==> src/hdl/hlt_pkg.sv <==
/*
 * Shared constants and types for the hardware-limit period timer:
 * register offsets, field positions, reset values, mode codes and the state record.
 * Assumes one 100 MHz system clock and a synchronous active-low reset.
 */
package hlt_pkg;
	localparam int HLT_ADDR_W = 3;
	localparam int HLT_DATA_W = 8;
	localparam logic [2:0] HLT_ADDR_COUNT = 3'h0;
	localparam logic [2:0] HLT_ADDR_PERIOD = 3'h1;
	localparam logic [2:0] HLT_ADDR_CTRL = 3'h2;
	localparam logic [2:0] HLT_ADDR_MODE = 3'h3;
	localparam logic [2:0] HLT_ADDR_IRQ = 3'h4;
	localparam int HLT_CTRL_ON_BIT = 7;
	localparam int HLT_CTRL_PRESCALE_LSB = 4;
	localparam int HLT_CTRL_POSTSCALE_LSB = 0;
	localparam int HLT_IRQ_FLAG_BIT = 0;
	localparam int HLT_IRQ_EN_BIT = 1;
	localparam logic [7:0] HLT_COUNT_RESET = 8'h00;
	localparam logic [7:0] HLT_PERIOD_RESET = 8'hff;
	localparam logic [1:0] HLT_RESTART_TICKS = 2'h2;

	// mode field codes
	localparam logic [4:0] HLT_M_SW_GATE = 5'h00;
	localparam logic [4:0] HLT_M_GATE_HI = 5'h01;
	localparam logic [4:0] HLT_M_GATE_LO = 5'h02;
	localparam logic [4:0] HLT_M_RST_ANY = 5'h03;
	localparam logic [4:0] HLT_M_RST_RISE = 5'h04;
	localparam logic [4:0] HLT_M_RST_FALL = 5'h05;
	localparam logic [4:0] HLT_M_RST_LOW = 5'h06;
	localparam logic [4:0] HLT_M_RST_HIGH = 5'h07;
	localparam logic [4:0] HLT_M_OS_SW = 5'h08;
	localparam logic [4:0] HLT_M_OS_RISE = 5'h09;
	localparam logic [4:0] HLT_M_OS_FALL = 5'h0a;
	localparam logic [4:0] HLT_M_OS_ANY = 5'h0b;
	localparam logic [4:0] HLT_M_OS_RISE_RST = 5'h0c;
	localparam logic [4:0] HLT_M_OS_FALL_RST = 5'h0d;
	localparam logic [4:0] HLT_M_OS_LOWRST = 5'h0e;
	localparam logic [4:0] HLT_M_OS_HIGHRST = 5'h0f;
	localparam logic [4:0] HLT_M_MS_RISE = 5'h11;
	localparam logic [4:0] HLT_M_MS_FALL = 5'h12;
	localparam logic [4:0] HLT_M_MS_ANY = 5'h13;
	localparam logic [4:0] HLT_M_LVL_LOW = 5'h16;
	localparam logic [4:0] HLT_M_LVL_HIGH = 5'h17;

	// stop behaviour at a period match
	typedef enum logic [1:0] {
		HLT_STOP_NONE = 2'b00,
		HLT_STOP_ONESHOT = 2'b01,
		HLT_STOP_MONO = 2'b10
	} hlt_stop_t;

	typedef struct packed {
		logic [7:0] cnt;
		logic [7:0] period;
		logic on;
		logic [2:0] prescale_select;
		logic [3:0] postscale_select;
		logic [4:0] mode;
		logic [6:0] psc;
		logic [3:0] post;
		logic flag;
		logic irq_en;
		logic on_d1;
		logic on_d2;
		logic ers_prev;
		logic rise_p;
		logic fall_p;
		logic armed;
		logic [1:0] dly;
		logic pulse;
		logic [7:0] rdata;
	} hlt_state_t;

	localparam hlt_state_t HLT_STATE_RESET = '{cnt: HLT_COUNT_RESET,
		period: HLT_PERIOD_RESET, default: '0};

	typedef struct packed {
		logic s1;
		logic s2;
		logic s3;
		logic level;
	} hlt_sync_state_t;
endpackage

==> src/hdl/hlt_ers_if.sv <==
/*
 * Carrier for the filtered external reset level between the pin synchroniser
 * and the timer core. Both ends sit on clk_sys.
 */
`timescale 1ns/1ps
interface hlt_ers_if;
	logic level;
	modport src (output level);
	modport sink (input level);
endinterface

==> src/hdl/hlt_timer.sv <==
/*
 * Hardware-limit period timer: prescaler, 8-bit count, period compare, postscaler,
 * mode-driven gate/reset/one-shot/monostable control, plain register port.
 * Assumes one clk_sys domain, synchronous rst_n, bus strobes one cycle long.
 */
// Chosen here: the address map and strobed register access.
// Summary of operation
// RULE1 - count per tick; wrap to zero after match
// RULE2 - count/control writes, resets clear prescale, postscale
// RULE3 - source spaces edges six, levels three clocks
// RULE4 - postscale match gives one-tick pulse, clears
// RULE5 - one-shot match clears run, stops at zero
// RULE6 - monostable match stops at zero, run kept
// RULE7 - edge-start modes need fresh edge after rerun
// RULE8 - postscale match 1:1..1:16 sets interrupt flag
// RULE9 - interrupt forwarded only while enable set
// RULE10 - software gate: count while run set
// RULE11 - gate modes count while signal high/low
// RULE12 - edge-reset modes: any, rising, falling edge
// RULE13 - level-reset modes: reset while low/high
// RULE14 - level-reset modes ignore signal while stopped
// RULE15 - level reset; counting resumes two ticks later
// RULE16 - software one-shot runs one period, clears run
// RULE17 - software one-shot pauses and resumes on run
// RULE18 - edge one-shots start on chosen edge
// RULE19 - halted edge one-shot needs new edge
// RULE20 - first edge starts, later edges reset, two-tick resume
// RULE21 - edges ignored until run set; match clears run
// RULE22 - level reset, edge to active level starts
// RULE23 - after run cleared, wait new start edge
// RULE24 - monostable starts on chosen edge, stops at match
// RULE25 - level one-shot counts off reset level, clears run
// RULE26 - reserved modes hold zero, no interrupt
// RULE27 - run bit and signal pass two sync stages; the signal here passes three flops and a filter register
`timescale 1ns/1ps
module hlt_timer
	import hlt_pkg::*;
#(
	parameter int RESTART_TICKS = 2
)(
	input wire logic clk_sys,
	input wire logic rst_n,
	input wire logic [hlt_pkg::HLT_ADDR_W-1:0] reg_addr,
	input wire logic [hlt_pkg::HLT_DATA_W-1:0] reg_wdata,
	input wire logic reg_wr,
	input wire logic reg_rd,
	output logic [hlt_pkg::HLT_DATA_W-1:0] reg_rdata,
	input wire logic ext_reset_signal,
	output logic [7:0] count_value,
	output logic [7:0] period_value,
	output logic postscaled_pulse,
	output logic timer_irq
);
	import hlt_pkg::*;

	if (RESTART_TICKS != int'(HLT_RESTART_TICKS)) begin : g_bad_restart
		$error("restart delay is fixed by the package constant");
	end

	////////////////////////////////////////////////////////////////////////////////
	// external signal synchroniser

	hlt_ers_if ers ();

	hlt_pin_sync u_sync (
		.clk_sys(clk_sys),
		.rst_n(rst_n),
		.pin_in(ext_reset_signal),
		.ers(ers.src)
	);

	////////////////////////////////////////////////////////////////////////////////
	// state and decode

	hlt_state_t s;
	hlt_state_t next_s;
	hlt_stop_t stop_kind;
	logic e;
	logic on_s;
	logic re;
	logic fe;
	logic tick;
	logic match;
	logic run;
	logic start;
	logic hw_rst;
	logic reserved;
	logic wrap;
	logic post_hit;
	logic wr_cnt;
	logic wr_ctl;
	logic [7:0] psc_full;

	assign e = ers.level;
	assign on_s = s.on_d2; // [RULE27]
	assign psc_full = (8'h01 << s.prescale_select) - 8'h01;
	assign tick = (s.psc == psc_full[6:0]);
	assign match = (s.cnt == s.period);
	assign re = s.rise_p | (e & ~s.ers_prev);
	assign fe = s.fall_p | (~e & s.ers_prev);
	assign wr_cnt = reg_wr && (reg_addr == HLT_ADDR_COUNT);
	assign wr_ctl = reg_wr && (reg_addr == HLT_ADDR_CTRL);
	assign post_hit = (s.post == s.postscale_select); // [RULE8]

	always_comb begin
		run = 1'b0;
		start = 1'b0;
		hw_rst = 1'b0;
		reserved = 1'b0;
		stop_kind = HLT_STOP_NONE;
		case (s.mode)
			HLT_M_SW_GATE: run = on_s; // [RULE10]
			HLT_M_GATE_HI: run = on_s & e; // [RULE11]
			HLT_M_GATE_LO: run = on_s & ~e; // [RULE11]
			HLT_M_RST_ANY: begin
				run = on_s;
				hw_rst = on_s & (re | fe); // [RULE12]
			end
			HLT_M_RST_RISE: begin
				run = on_s;
				hw_rst = on_s & re; // [RULE12]
			end
			HLT_M_RST_FALL: begin
				run = on_s;
				hw_rst = on_s & fe; // [RULE12]
			end
			HLT_M_RST_LOW: begin
				run = on_s;
				hw_rst = on_s & ~e; // [RULE13] [RULE14] [RULE15]
			end
			HLT_M_RST_HIGH: begin
				run = on_s;
				hw_rst = on_s & e; // [RULE13] [RULE14] [RULE15]
			end
			HLT_M_OS_SW: begin
				run = on_s; // [RULE16] [RULE17]
				stop_kind = HLT_STOP_ONESHOT;
			end
			HLT_M_OS_RISE, HLT_M_OS_FALL, HLT_M_OS_ANY: begin
				start = (s.mode == HLT_M_OS_RISE) ? re :
					(s.mode == HLT_M_OS_FALL) ? fe : (re | fe); // [RULE18]
				run = on_s & s.armed;
				stop_kind = HLT_STOP_ONESHOT;
			end
			HLT_M_OS_RISE_RST, HLT_M_OS_FALL_RST: begin
				start = (s.mode == HLT_M_OS_RISE_RST) ? re : fe; // [RULE20]
				hw_rst = on_s & s.armed & start; // [RULE20]
				run = on_s & s.armed;
				stop_kind = HLT_STOP_ONESHOT; // [RULE21]
			end
			HLT_M_OS_LOWRST: begin
				hw_rst = on_s & ~e; // [RULE22]
				start = re;
				run = on_s & s.armed & e;
				stop_kind = HLT_STOP_ONESHOT;
			end
			HLT_M_OS_HIGHRST: begin
				hw_rst = on_s & e; // [RULE22]
				start = fe;
				run = on_s & s.armed & ~e;
				stop_kind = HLT_STOP_ONESHOT;
			end
			HLT_M_MS_RISE, HLT_M_MS_FALL, HLT_M_MS_ANY: begin
				start = (s.mode == HLT_M_MS_RISE) ? re :
					(s.mode == HLT_M_MS_FALL) ? fe : (re | fe); // [RULE24]
				run = on_s & s.armed;
				stop_kind = HLT_STOP_MONO;
			end
			HLT_M_LVL_LOW: begin
				hw_rst = on_s & ~e; // [RULE25]
				run = on_s & e;
				stop_kind = HLT_STOP_ONESHOT;
			end
			HLT_M_LVL_HIGH: begin
				hw_rst = on_s & e; // [RULE25]
				run = on_s & ~e;
				stop_kind = HLT_STOP_ONESHOT;
			end
			default: reserved = 1'b1; // [RULE26]
		endcase
	end

	assign wrap = tick && !reserved && !hw_rst && (s.dly == 2'h0) && run && match;

	////////////////////////////////////////////////////////////////////////////////
	// next state

	always_comb begin
		next_s = s;
		next_s.on_d1 = s.on; // [RULE27]
		next_s.on_d2 = s.on_d1;
		next_s.ers_prev = e;
		next_s.psc = tick ? 7'h00 : s.psc + 7'h01;
		// edges seen while stopped are dropped
		next_s.rise_p = on_s & (s.rise_p | (e & ~s.ers_prev)); // [RULE21]
		next_s.fall_p = on_s & (s.fall_p | (~e & s.ers_prev));
		if (!on_s) begin
			next_s.armed = 1'b0; // [RULE7] [RULE19] [RULE23]
		end
		if (tick) begin
			next_s.rise_p = 1'b0;
			next_s.fall_p = 1'b0;
			next_s.pulse = 1'b0; // [RULE4]
			if (start && on_s && !s.armed) begin
				next_s.armed = 1'b1; // [RULE18] [RULE24]
			end
			if (reserved) begin
				next_s.cnt = HLT_COUNT_RESET; // [RULE26]
			end else if (hw_rst) begin
				next_s.cnt = HLT_COUNT_RESET;
				next_s.psc = 7'h00; // [RULE2]
				next_s.post = 4'h0;
				next_s.dly = HLT_RESTART_TICKS; // [RULE15] [RULE20]
			end else if (s.dly != 2'h0) begin
				next_s.dly = s.dly - 2'h1;
			end else if (run) begin
				if (match) begin
					next_s.cnt = HLT_COUNT_RESET; // [RULE1]
					if (post_hit) begin
						next_s.post = 4'h0;
						next_s.pulse = 1'b1; // [RULE4]
						next_s.flag = 1'b1; // [RULE8]
					end else begin
						next_s.post = s.post + 4'h1;
					end
					if (stop_kind == HLT_STOP_ONESHOT) begin
						next_s.on = 1'b0; // [RULE5] [RULE16]
						next_s.on_d1 = 1'b0;
						next_s.on_d2 = 1'b0;
						next_s.armed = 1'b0;
					end else if (stop_kind == HLT_STOP_MONO) begin
						next_s.armed = 1'b0; // [RULE6]
					end
				end else begin
					next_s.cnt = s.cnt + 8'h01; // [RULE1]
				end
			end
		end
		// register reads see the state before this cycle's writes
		next_s.rdata = 8'h00;
		if (reg_rd) begin
			case (reg_addr)
				HLT_ADDR_COUNT: next_s.rdata = s.cnt;
				HLT_ADDR_PERIOD: next_s.rdata = s.period;
				HLT_ADDR_CTRL: next_s.rdata = {s.on, s.prescale_select, s.postscale_select};
				HLT_ADDR_MODE: next_s.rdata = {3'h0, s.mode};
				HLT_ADDR_IRQ: next_s.rdata = {6'h00, s.irq_en, s.flag};
				default: next_s.rdata = 8'h00;
			endcase
		end
		if (reg_wr) begin
			case (reg_addr)
				HLT_ADDR_COUNT: begin
					next_s.cnt = reg_wdata;
					next_s.psc = 7'h00; // [RULE2]
					next_s.post = 4'h0;
				end
				HLT_ADDR_PERIOD: next_s.period = reg_wdata;
				HLT_ADDR_CTRL: begin
					next_s.on = reg_wdata[HLT_CTRL_ON_BIT];
					next_s.prescale_select = reg_wdata[HLT_CTRL_PRESCALE_LSB +: 3];
					next_s.postscale_select = reg_wdata[HLT_CTRL_POSTSCALE_LSB +: 4];
					next_s.psc = 7'h00; // [RULE2]
					next_s.post = 4'h0;
				end
				HLT_ADDR_MODE: next_s.mode = reg_wdata[4:0];
				HLT_ADDR_IRQ: begin
					next_s.irq_en = reg_wdata[HLT_IRQ_EN_BIT];
					// a flag set in this cycle survives the clear
					if (reg_wdata[HLT_IRQ_FLAG_BIT] && !(wrap && post_hit)) begin
						next_s.flag = 1'b0;
					end
				end
				default: begin
				end
			endcase
		end
	end

	always_ff @(posedge clk_sys) begin
		if (!rst_n) begin
			s <= HLT_STATE_RESET; // [RULE2]
		end else begin
			s <= next_s;
		end
	end

	assign reg_rdata = s.rdata;
	assign count_value = s.cnt;
	assign period_value = s.period;
	assign postscaled_pulse = s.pulse;
	assign timer_irq = s.flag & s.irq_en; // [RULE9]

	////////////////////////////////////////////////////////////////////////////////
	// assertions

	property p_wrap_zero; // [RULE1]
		@(posedge clk_sys) disable iff (!rst_n)
		(wrap && !wr_cnt) |=> (s.cnt == 8'h00);
	endproperty
	a_wrap_zero: assert property (p_wrap_zero) else $error("count not zero after period match");

	property p_post_pulse; // [RULE4]
		@(posedge clk_sys) disable iff (!rst_n)
		(wrap && post_hit && !wr_cnt && !wr_ctl) |=> (postscaled_pulse && s.post == 4'h0);
	endproperty
	a_post_pulse: assert property (p_post_pulse) else $error("postscale pulse missing");

	property p_oneshot_stop; // [RULE5]
		@(posedge clk_sys) disable iff (!rst_n)
		(wrap && stop_kind == HLT_STOP_ONESHOT && !reg_wr) |=> (!s.on && s.cnt == 8'h00)
			##1 (s.cnt == 8'h00);
	endproperty
	a_oneshot_stop: assert property (p_oneshot_stop) else $error("one-shot did not stop");

	property p_mono_stop; // [RULE6]
		@(posedge clk_sys) disable iff (!rst_n)
		(wrap && stop_kind == HLT_STOP_MONO && !reg_wr) |=> (s.on && !s.armed && s.cnt == 8'h00);
	endproperty
	a_mono_stop: assert property (p_mono_stop) else $error("monostable stop wrong");

	property p_flag_set; // [RULE8]
		@(posedge clk_sys) disable iff (!rst_n)
		(wrap && post_hit) |=> s.flag;
	endproperty
	a_flag_set: assert property (p_flag_set) else $error("interrupt flag not set");

	property p_irq_gate; // [RULE9]
		@(posedge clk_sys) disable iff (!rst_n)
		(reg_wr && reg_addr == HLT_ADDR_IRQ && !reg_wdata[HLT_IRQ_EN_BIT]) |=> !timer_irq;
	endproperty
	a_irq_gate: assert property (p_irq_gate) else $error("interrupt without enable");

	property p_sw_count; // [RULE10]
		@(posedge clk_sys) disable iff (!rst_n)
		(s.mode == HLT_M_SW_GATE && tick && on_s && s.dly == 2'h0 && !match && !reg_wr)
			|=> (s.cnt == $past(s.cnt) + 8'h01);
	endproperty
	a_sw_count: assert property (p_sw_count) else $error("software gate count did not advance");

	property p_level_ignored; // [RULE14]
		@(posedge clk_sys) disable iff (!rst_n)
		((s.mode == HLT_M_RST_LOW || s.mode == HLT_M_RST_HIGH) && !on_s && !wr_cnt)
			|=> $stable(s.cnt);
	endproperty
	a_level_ignored: assert property (p_level_ignored) else $error("stopped count moved");

	property p_reserved_zero; // [RULE26]
		@(posedge clk_sys) disable iff (!rst_n)
		(reserved && tick && !wr_cnt) |=> (s.cnt == 8'h00 && !postscaled_pulse);
	endproperty
	a_reserved_zero: assert property (p_reserved_zero) else $error("reserved mode counted");

	property p_on_sync; // [RULE27]
		@(posedge clk_sys) disable iff (!rst_n)
		$rose(s.on) |-> !on_s ##1 !on_s;
	endproperty
	a_on_sync: assert property (p_on_sync) else $error("run bit took effect too soon");
endmodule // hlt_timer

==> src/hdl/hlt_pin_sync.sv <==
/*
 * Three-flop synchroniser with agreement filter for the external reset pin.
 * Assumes the pin is asynchronous to clk_sys; output changes once flops two and three agree.
 */
`timescale 1ns/1ps
module hlt_pin_sync
	import hlt_pkg::*;
(
	input wire logic clk_sys,
	input wire logic rst_n,
	input wire logic pin_in,
	hlt_ers_if.src ers
);
	hlt_sync_state_t s;
	hlt_sync_state_t next_s;

	always_comb begin
		next_s = s;
		next_s.s1 = pin_in;
		next_s.s2 = s.s1;
		next_s.s3 = s.s2;
		if (s.s2 == s.s3) begin
			next_s.level = s.s3;
		end
	end

	always_ff @(posedge clk_sys) begin
		if (!rst_n) begin
			s <= '0;
		end else begin
			s <= next_s;
		end
	end

	assign ers.level = s.level;
endmodule // hlt_pin_sync

==> config.mk <==
export PLATFORM = sky130hd
export DESIGN_NAME = hlt_timer
export DESIGN_NICKNAME = d
export VERILOG_FILES = /design/src/hdl/hlt_pkg.sv /design/src/hdl/hlt_ers_if.sv /design/src/hdl/hlt_timer.sv /design/src/hdl/hlt_pin_sync.sv
export SDC_FILE = /design/constraint.sdc
export NUM_CORES = 1
export LEC_CHECK = 0
export BUFFER_PORTS_ARGS = -buffer_cell sky130_fd_sc_hd__buf_2
export CORE_MARGIN = 8
export CORE_UTILIZATION = 40
export CTS_BUF_LIST = sky130_fd_sc_hd__clkbuf_8
export DETAILED_ROUTE_END_ITERATION = 10
export HOLD_SLACK_MARGIN = 0.06
export PLACE_DENSITY_LB_ADDON = 0.12
export SLEW_MARGIN = 40
export SYNTH_ARGS = -nofsm -noshare
export SYNTH_HDL_FRONTEND = slang
export SYNTH_SLANG_ARGS = --single-unit
==> constraint.sdc <==
create_clock -name clk_sys -period 5.3 [get_ports clk_sys]
set_clock_uncertainty 0.2 [all_clocks]
set_input_delay 0.265 -clock clk_sys [delete_from_list [all_inputs] [get_ports clk_sys]]
set_output_delay 0.265 -clock clk_sys [all_outputs]
set_load 0.05 [all_outputs]
==> flow_metrics.env, run 1 <==
export IMPL_die_area_mm2=0.0128
export IMPL_start_kind="flop"
export IMPL_multi_input_area_mm2=0.00215
export IMPL_syn_cell_area_mm2=0.00379
export IMPL_tritoncts="yes"
export IMPL_final_hold_viol_count=0
export IMPL_power_density_mw_per_mm2=268
export IMPL_switchingPower_uw=353
export IMPL_clock_path_buffers=2
export IMPL_relSlewSlack=0.432
export IMPL_mostFrequentLayoutCells="dfxtp_1 (63), nand2_1 (57), buf_2 (41), nor2_1 (40), nand3_1 (27)"
export IMPL_initial_utilization=0.412
export IMPL_drt_pass1_iter_count=5
export IMPL_drt_iter0_markers=239
export IMPL_grt_pass1_vias=3222
export IMPL_overflow=0
export IMPL_final_core_utilization=0.448
export IMPL_clkPwrFrac=0.340
export IMPL_cts_setup_buffers=0
export IMPL_fin_ws_ps=1740
export IMPL_dp_hpwl_mm=7.71
export IMPL_detail_route_drc_violations=0
export IMPL_grt_pass1_wl_mm=17.4
export IMPL_preCtsSetupSlack_ps=1820
export IMPL_worstPathMaxFanout=19
export IMPL_holdWs_ps=136
export IMPL_final_common_cell="dfxtp_1"
export IMPL_n_antenna_cell=0
export IMPL_nNetsFinal=502
export IMPL_syn_nets=488
export IMPL_root_buffer="clkbuf_8"
export IMPL_clock_latency_ps=350
export IMPL_hp_class="input port to flop"
export IMPL_tightest_slew_ps=845
export IMPL_cts_resized=0
export IMPL_via_count=3402
export IMPL_finalCritPeriodShare=0.672
export IMPL_slew_violations=0
export IMPL_p_int_uw=750
export IMPL_die_w_um=113
export IMPL_critPathRequiredTime_ps=5360
export IMPL_rows=35
export IMPL_core_mm2=0.00920
export IMPL_swShare=0.320
export IMPL_clock_sinks=63
export IMPL_syn2layout_area_growth_pct=8.69
export IMPL_grt_usage=0.169
export IMPL_syn_avg_cell_area_um2=8.11
export IMPL_fmax_mhz=281
export IMPL_setup_viol=0
export IMPL_avgRoutedWirePerCell_um=17.9
export IMPL_synth_ff_type="dfxtp_1"
export IMPL_status="finished, final reports clean"
export IMPL_peakVddDrop_uv=146
export IMPL_cp_end_kind="flop"
export IMPL_drv_cap=0
export IMPL_clkTransAtPathRegs_ps=70
export IMPL_rsz0062_at_grt="false"
export IMPL_tns_ps=0
export IMPL_path_class="flop to flop"
export IMPL_register_area_mm2=0.00126
export IMPL_final_layout_size_suffix_gt1_frac=0.152
export IMPL_fillers=921
export IMPL_synth_distinct_cells=66
export IMPL_antenna_found_initial=0
export IMPL_portBuffers=41
export IMPL_ios=42
export IMPL_die_height_um=113
export IMPL_synth_seq_cells=63
export IMPL_synth_cells=467
export IMPL_htree_levels=3
export IMPL_antenna_left=0
export IMPL_p_leak_uw=0.00158
export IMPL_gp_congestion=0.906
export IMPL_grt_max_degree=31
export IMPL_combPwrFrac=0.192
export IMPL_cts_buffers=9
export IMPL_yosysSeqAreaShare=0.333
export IMPL_wl_mm=10.7
export IMPL_yosys_warnings=0
export IMPL_cp_arrival_ps=3620
export IMPL_synthArstFlopShare=0
export IMPL_p_seq_frac=0.469
export IMPL_period_minus_slack_ps=3560
export IMPL_synth_edf_count=0
export IMPL_routed_via_density=5.70
[logic make-up after synthesis]
family                   count (synthesis)  synth area share
adder cells (fa/ha/maj)                  5            0.0165
AND/OR/NAND/NOR                        197             0.265
multiplexers                            13            0.0509
flip-flops                              63             0.333
buffers and inverters                   66            0.0988
AO/OA/AOI/OAI                          102             0.188
XOR/XNOR                                21            0.0486
[sequential cells by signal (all words and copies together) (netlist names)]
signal	count
count_value	8
on_s	1
period_value	8
postscaled_pulse	1
reg_rdata	8
s	33
u_sync.ers.level	1
u_sync.next_s	2
u_sync.s	1
[power by group through the flow]
stage / Sequential (uW) / Combinational (uW) / Clock, uW
5_1_grt: 520 / 233 / 405
3_5_place_dp: 528 / 204 / 0
3_3_place_gp: 527 / 201 / 0
6_report: 517 / 212 / 375
2_1_floorplan: 517 / 169 / 0
4_1_cts: 517 / 211 / 384
[final timing paths]
path	startpoint	to	slack, ps	cells past startpoint
setup / recovery	s[40]	count_value[4]	1740	10
hold / removal	reg_addr[2]	reg_rdata[0]	140	4
setup reg to reg	s[40]	count_value[4]	1740	10
hold reg to reg	s[16]	on_s	230	1
[layout make-up]
cell class	count	share of cell area
multi-input cells	338	0.523
flip-flops and latches	63	0.306
repair buffers	54	0.0809
well taps	111	0.0337
clock buffers	10	0.0334
inverters	15	0.0137
clock inverters	6	0.00912
[timing repair]
action,4_1_cts,5_1_grt
hold endpoints to repair,20,0
endpoints found under the setup margin,0,0
hold buffers,12,0
[cells in the mapped netlist, types with 2 or more instances]
library cell,instances,area share
a211o_1,4,0.0092
a21o_1,3,0.0059
a21oi_1,24,0.032
a221oi_1,2,0.0046
a22oi_1,3,0.0059
a31oi_1,10,0.017
a32oi_1,2,0.0046
and2_1,14,0.023
and3_1,7,0.012
and3b_1,2,0.0046
and4b_1,2,0.0053
buf_1,2,0.0020
buf_2,8,0.011
buf_4,27,0.054
buf_6,2,0.0059
clkbuf_1,12,0.012
dfxtp_1,63,0.33
ha_1,5,0.017
inv_1,14,0.014
mux2i_1,8,0.021
mux4_2,5,0.030
nand2_1,57,0.056
nand2b_1,5,0.0083
nand3_1,27,0.036
nand4_1,3,0.0050
nand4b_1,3,0.0069
nor2_1,40,0.040
nor2b_1,8,0.013
nor3_1,10,0.013
nor4_1,3,0.0050
o2111ai_1,6,0.014
o211ai_1,6,0.012
o211ai_2,2,0.0066
o21a_1,3,0.0059
o21ai_0,16,0.021
o21ai_1,2,0.0026
o2bb2ai_1,3,0.0069
o31a_1,3,0.0069
or2_2,2,0.0033
or3_1,4,0.0066
xnor2_1,8,0.019
xor2_1,13,0.030
[metrics by stage]
| stage | area (um2) | instances | power (uW) |
|---|---|---|---|
| 4_1_cts | 4120 | 597 | 1110 |
| 2_1_floorplan | 3790 | 467 | 686 |
| 3_3_place_gp | 3820 | 569 | 728 |
| 6_report | 4120 | 597 | 1100 |
| 3_5_place_dp | 3820 | 569 | 732 |
| 5_1_grt | 4120 | 597 | 1160 |
[worst max-delay path, cell delays in order, from the launching register on]
cell	delay, ps
dfxtp_1	570
nor2_1	140
nand2_1	100
ha_1	290
inv_1	110
a21oi_1	160
a32oi_1	80
nor4_2	770
nand3b_4	310
or4_1	560
a31oi_1	170
[routing by layer]
metal	routed length, um	vias to the layer above	GRT usage
li1	-	1668	-
met1	4880	1609	0.219
met2	5040	111	0.273
met3	543	14	0.0293
met4	197	0	0.0639
met5	0	-	0
(Power assumes the default switching activity.)
==> inputs of run 2 (changes only) <==
- ABC_AREA: not set -> 1
- clock period: 5.3 -> 3.65 ns (I/O delays scaled with it)
==> run 2 against run 1 <==
Effect of this change:
- combinational power is 58% higher
- via count rose by 18%
- die area is 4.6% higher
==> flow_metrics.env, run 2 <==
export IMPL_final_hold_viol_count=0
export IMPL_critPathRequiredTime_ps=3740
export IMPL_grt_pass1_vias=3639
export IMPL_relSlewSlack=0.447
export IMPL_worstPathMaxFanout=11
export IMPL_r2r_start="s[40]"
export IMPL_cp_arrival_ps=2880
export IMPL_synth_top_cell_area_share=0.316
export IMPL_htree_levels=3
export IMPL_clock_latency_ps=350
export IMPL_min_path_cells=3
export IMPL_regMostFlops="s"
export IMPL_avgRoutedWirePerCell_um=14.5
export IMPL_syn_nets=643
export IMPL_synthArstFlopShare=0
export IMPL_rows=36
export IMPL_status="finished, final reports clean"
export IMPL_antenna_left=0
export IMPL_syn_cell_area_mm2=0.00399
export IMPL_syn_avg_cell_area_um2=6.42
export IMPL_syn2layout_area_growth_pct=11.8
export IMPL_startpoint="s[40]"
export IMPL_clock_sinks=63
export IMPL_synth_commonest_cells="nand2_1 (151), inv_1 (76), nor2_1 (76)"
export IMPL_fin_ws_ps=856
export IMPL_via_count=4021
export IMPL_grt_max_degree=38
export IMPL_wl_mm=11.4
export IMPL_grt_util_met1=0.236
export IMPL_period_minus_slack_ps=2790
export IMPL_preCtsSetupSlack_ps=884
export IMPL_final_core_utilization=0.459
export IMPL_drt_iter0_markers=297
export IMPL_worstHoldStart="rst_n"
export IMPL_root_buffer="clkbuf_8"
export IMPL_rsz0062_at_grt="false"
export IMPL_slew_violations=0
export IMPL_synth_ff_type="dfxtp_1"
export IMPL_design_area_mm2=0.00446
export IMPL_mostFrequentLayoutCells="nand2_1 (151), inv_1 (79), nor2_1 (75), dfxtp_1 (63), nand3_1 (46)"
export IMPL_antenna_found_initial=0
export IMPL_tns_ps=0
export IMPL_p_leak_uw=0.00213
export IMPL_routed_via_density=5.10
export IMPL_tritoncts="yes"
export IMPL_core_mm2=0.00973
export IMPL_slowest_stage="dfxtp_1"
export IMPL_n_antenna_cell=0
export IMPL_met2_usage=0.273
export IMPL_max_stage_delay_ps=370
export IMPL_die_area_mm2=0.0134
export IMPL_synth_area_top_cells="dfxtp_1 (32%), nand2_1 (14%), inv_1 (7.1%)"
export IMPL_yosysMostFrequentCell="nand2_1"
export IMPL_drv_cap=0
export IMPL_setup_viol=0
export IMPL_reg2reg_depth=15
export IMPL_grt_pass1_wl_mm=18.6
export IMPL_cp_end_kind="flop"
export IMPL_clkTransAtPathRegs_ps=70
export IMPL_synth_cells=622
export IMPL_die_height_um=116
export IMPL_grt_usage=0.176
export IMPL_cpMostUsedCell="nand2_1"
export IMPL_cts_buffers=9
export IMPL_yosysTopAreaCell="dfxtp_1"
export IMPL_detail_route_drc_violations=0
export IMPL_yosys_warnings=0
export IMPL_portBuffers=41
export IMPL_grt_busiest_layer="met2"
export IMPL_holdWs_ps=138
export IMPL_peakVddDrop_uv=207
export IMPL_die_w_um=116
export IMPL_start_kind="flop"
export IMPL_nNetsFinal=671
export IMPL_crit_chain="nor2_1 > nand2_1 > ha_1 > or2_1 > nand3_1 > nand2_1 > clkinv_1 > nand3_4 > nor2_8 > nand2_4 > nor2_4 > nand2_1 > inv_2 > nand3_1 > a21oi_1"
export IMPL_clock_path_buffers=2
export IMPL_fmax_mhz=358
export IMPL_cts_setup_buffers=0
export IMPL_cts_resized=0
export IMPL_tightest_slew_ps=826
export IMPL_final_common_cell="nand2_1"
export IMPL_power_density_mw_per_mm2=385
export IMPL_ios=42
export IMPL_synth_edf_count=0
export IMPL_dp_hpwl_mm=8.83
export IMPL_synth_distinct_cells=39
export IMPL_yosysSeqAreaShare=0.316
export IMPL_gp_congestion=0.929
export IMPL_initial_utilization=0.410
export IMPL_final_layout_size_suffix_gt1_frac=0.139
export IMPL_grt_use_met3=0.0433
export IMPL_hp_class="input port to flop"
export IMPL_finalCritPeriodShare=0.765
export IMPL_place_area_mm2=0.00412
export IMPL_path_class="flop to flop"
export IMPL_ctsHoldBuffers=14
export IMPL_overflow=0
export IMPL_drt_pass1_iter_count=5
export IMPL_largest_register_ffs=33
export IMPL_synth_seq_cells=63
-- run 2: per-layer routing --
| layer | share of wire | wire, um |
|---|---|---|
| met1 | 0.49 | 5600 |
| met2 | 0.44 | 5000 |
| met3 | 0.059 | 674 |
| met4 | 0.013 | 145 |
| met5 | 0 | 0 |
-- run 2: worst paths after layout --
kind                                         to  slack, ps
worst min-delay path            period_value[5]        140
worst min register to register             on_s        210
worst max register to register   count_value[3]        860
worst max-delay path             count_value[3]        860
-- run 2: critical path: cells and delay by family (launching register included) --
kind                       cells  cell delay (ps)
AOI/OAI and AO/OA              1              110
adders and majority gates      1              270
buffers and inverters          2              200
DFF                            1              370
and+or+nand+nor               11             1570
-- run 2: area by class of cell --
type	count	area, um2
clock buffer	9	124
timing repair buffer	57	360
inverter	88	330
multi-input combinational	431	2140
fill	1069	5270
sequential	63	1260
clock inverter	7	81.3
tap	133	166
-- run 2: report_power, final --
part	switching, uW	internal, uW
Combinational	236	99.7
Sequential	30.1	710
Clock	269	375
Total	535	1180
-- run 2: per-stage QoR --
| stage | std cells | total power [uW] |
|---|---|---|
| after CTS | 788 | 1730 |
| final | 788 | 1720 |
| after global placement | 758 | 1070 |
| after global routing | 788 | 1810 |
| after floorplan | 622 | 1010 |
| after detailed placement | 758 | 1080 |
-- run 2: cell families (layout without fill, tap and decap cells) --
family,count (synthesis),count (layout),share of synthesized area
AND/OR/NAND/NOR,317,317,0.353
buffers and inverters,128,161,0.148
AO/OA/AOI/OAI,99,99,0.145
flip-flops,63,63,0.316
XOR/XNOR,10,10,0.0219
adder cells (fa/ha/maj),5,5,0.0157
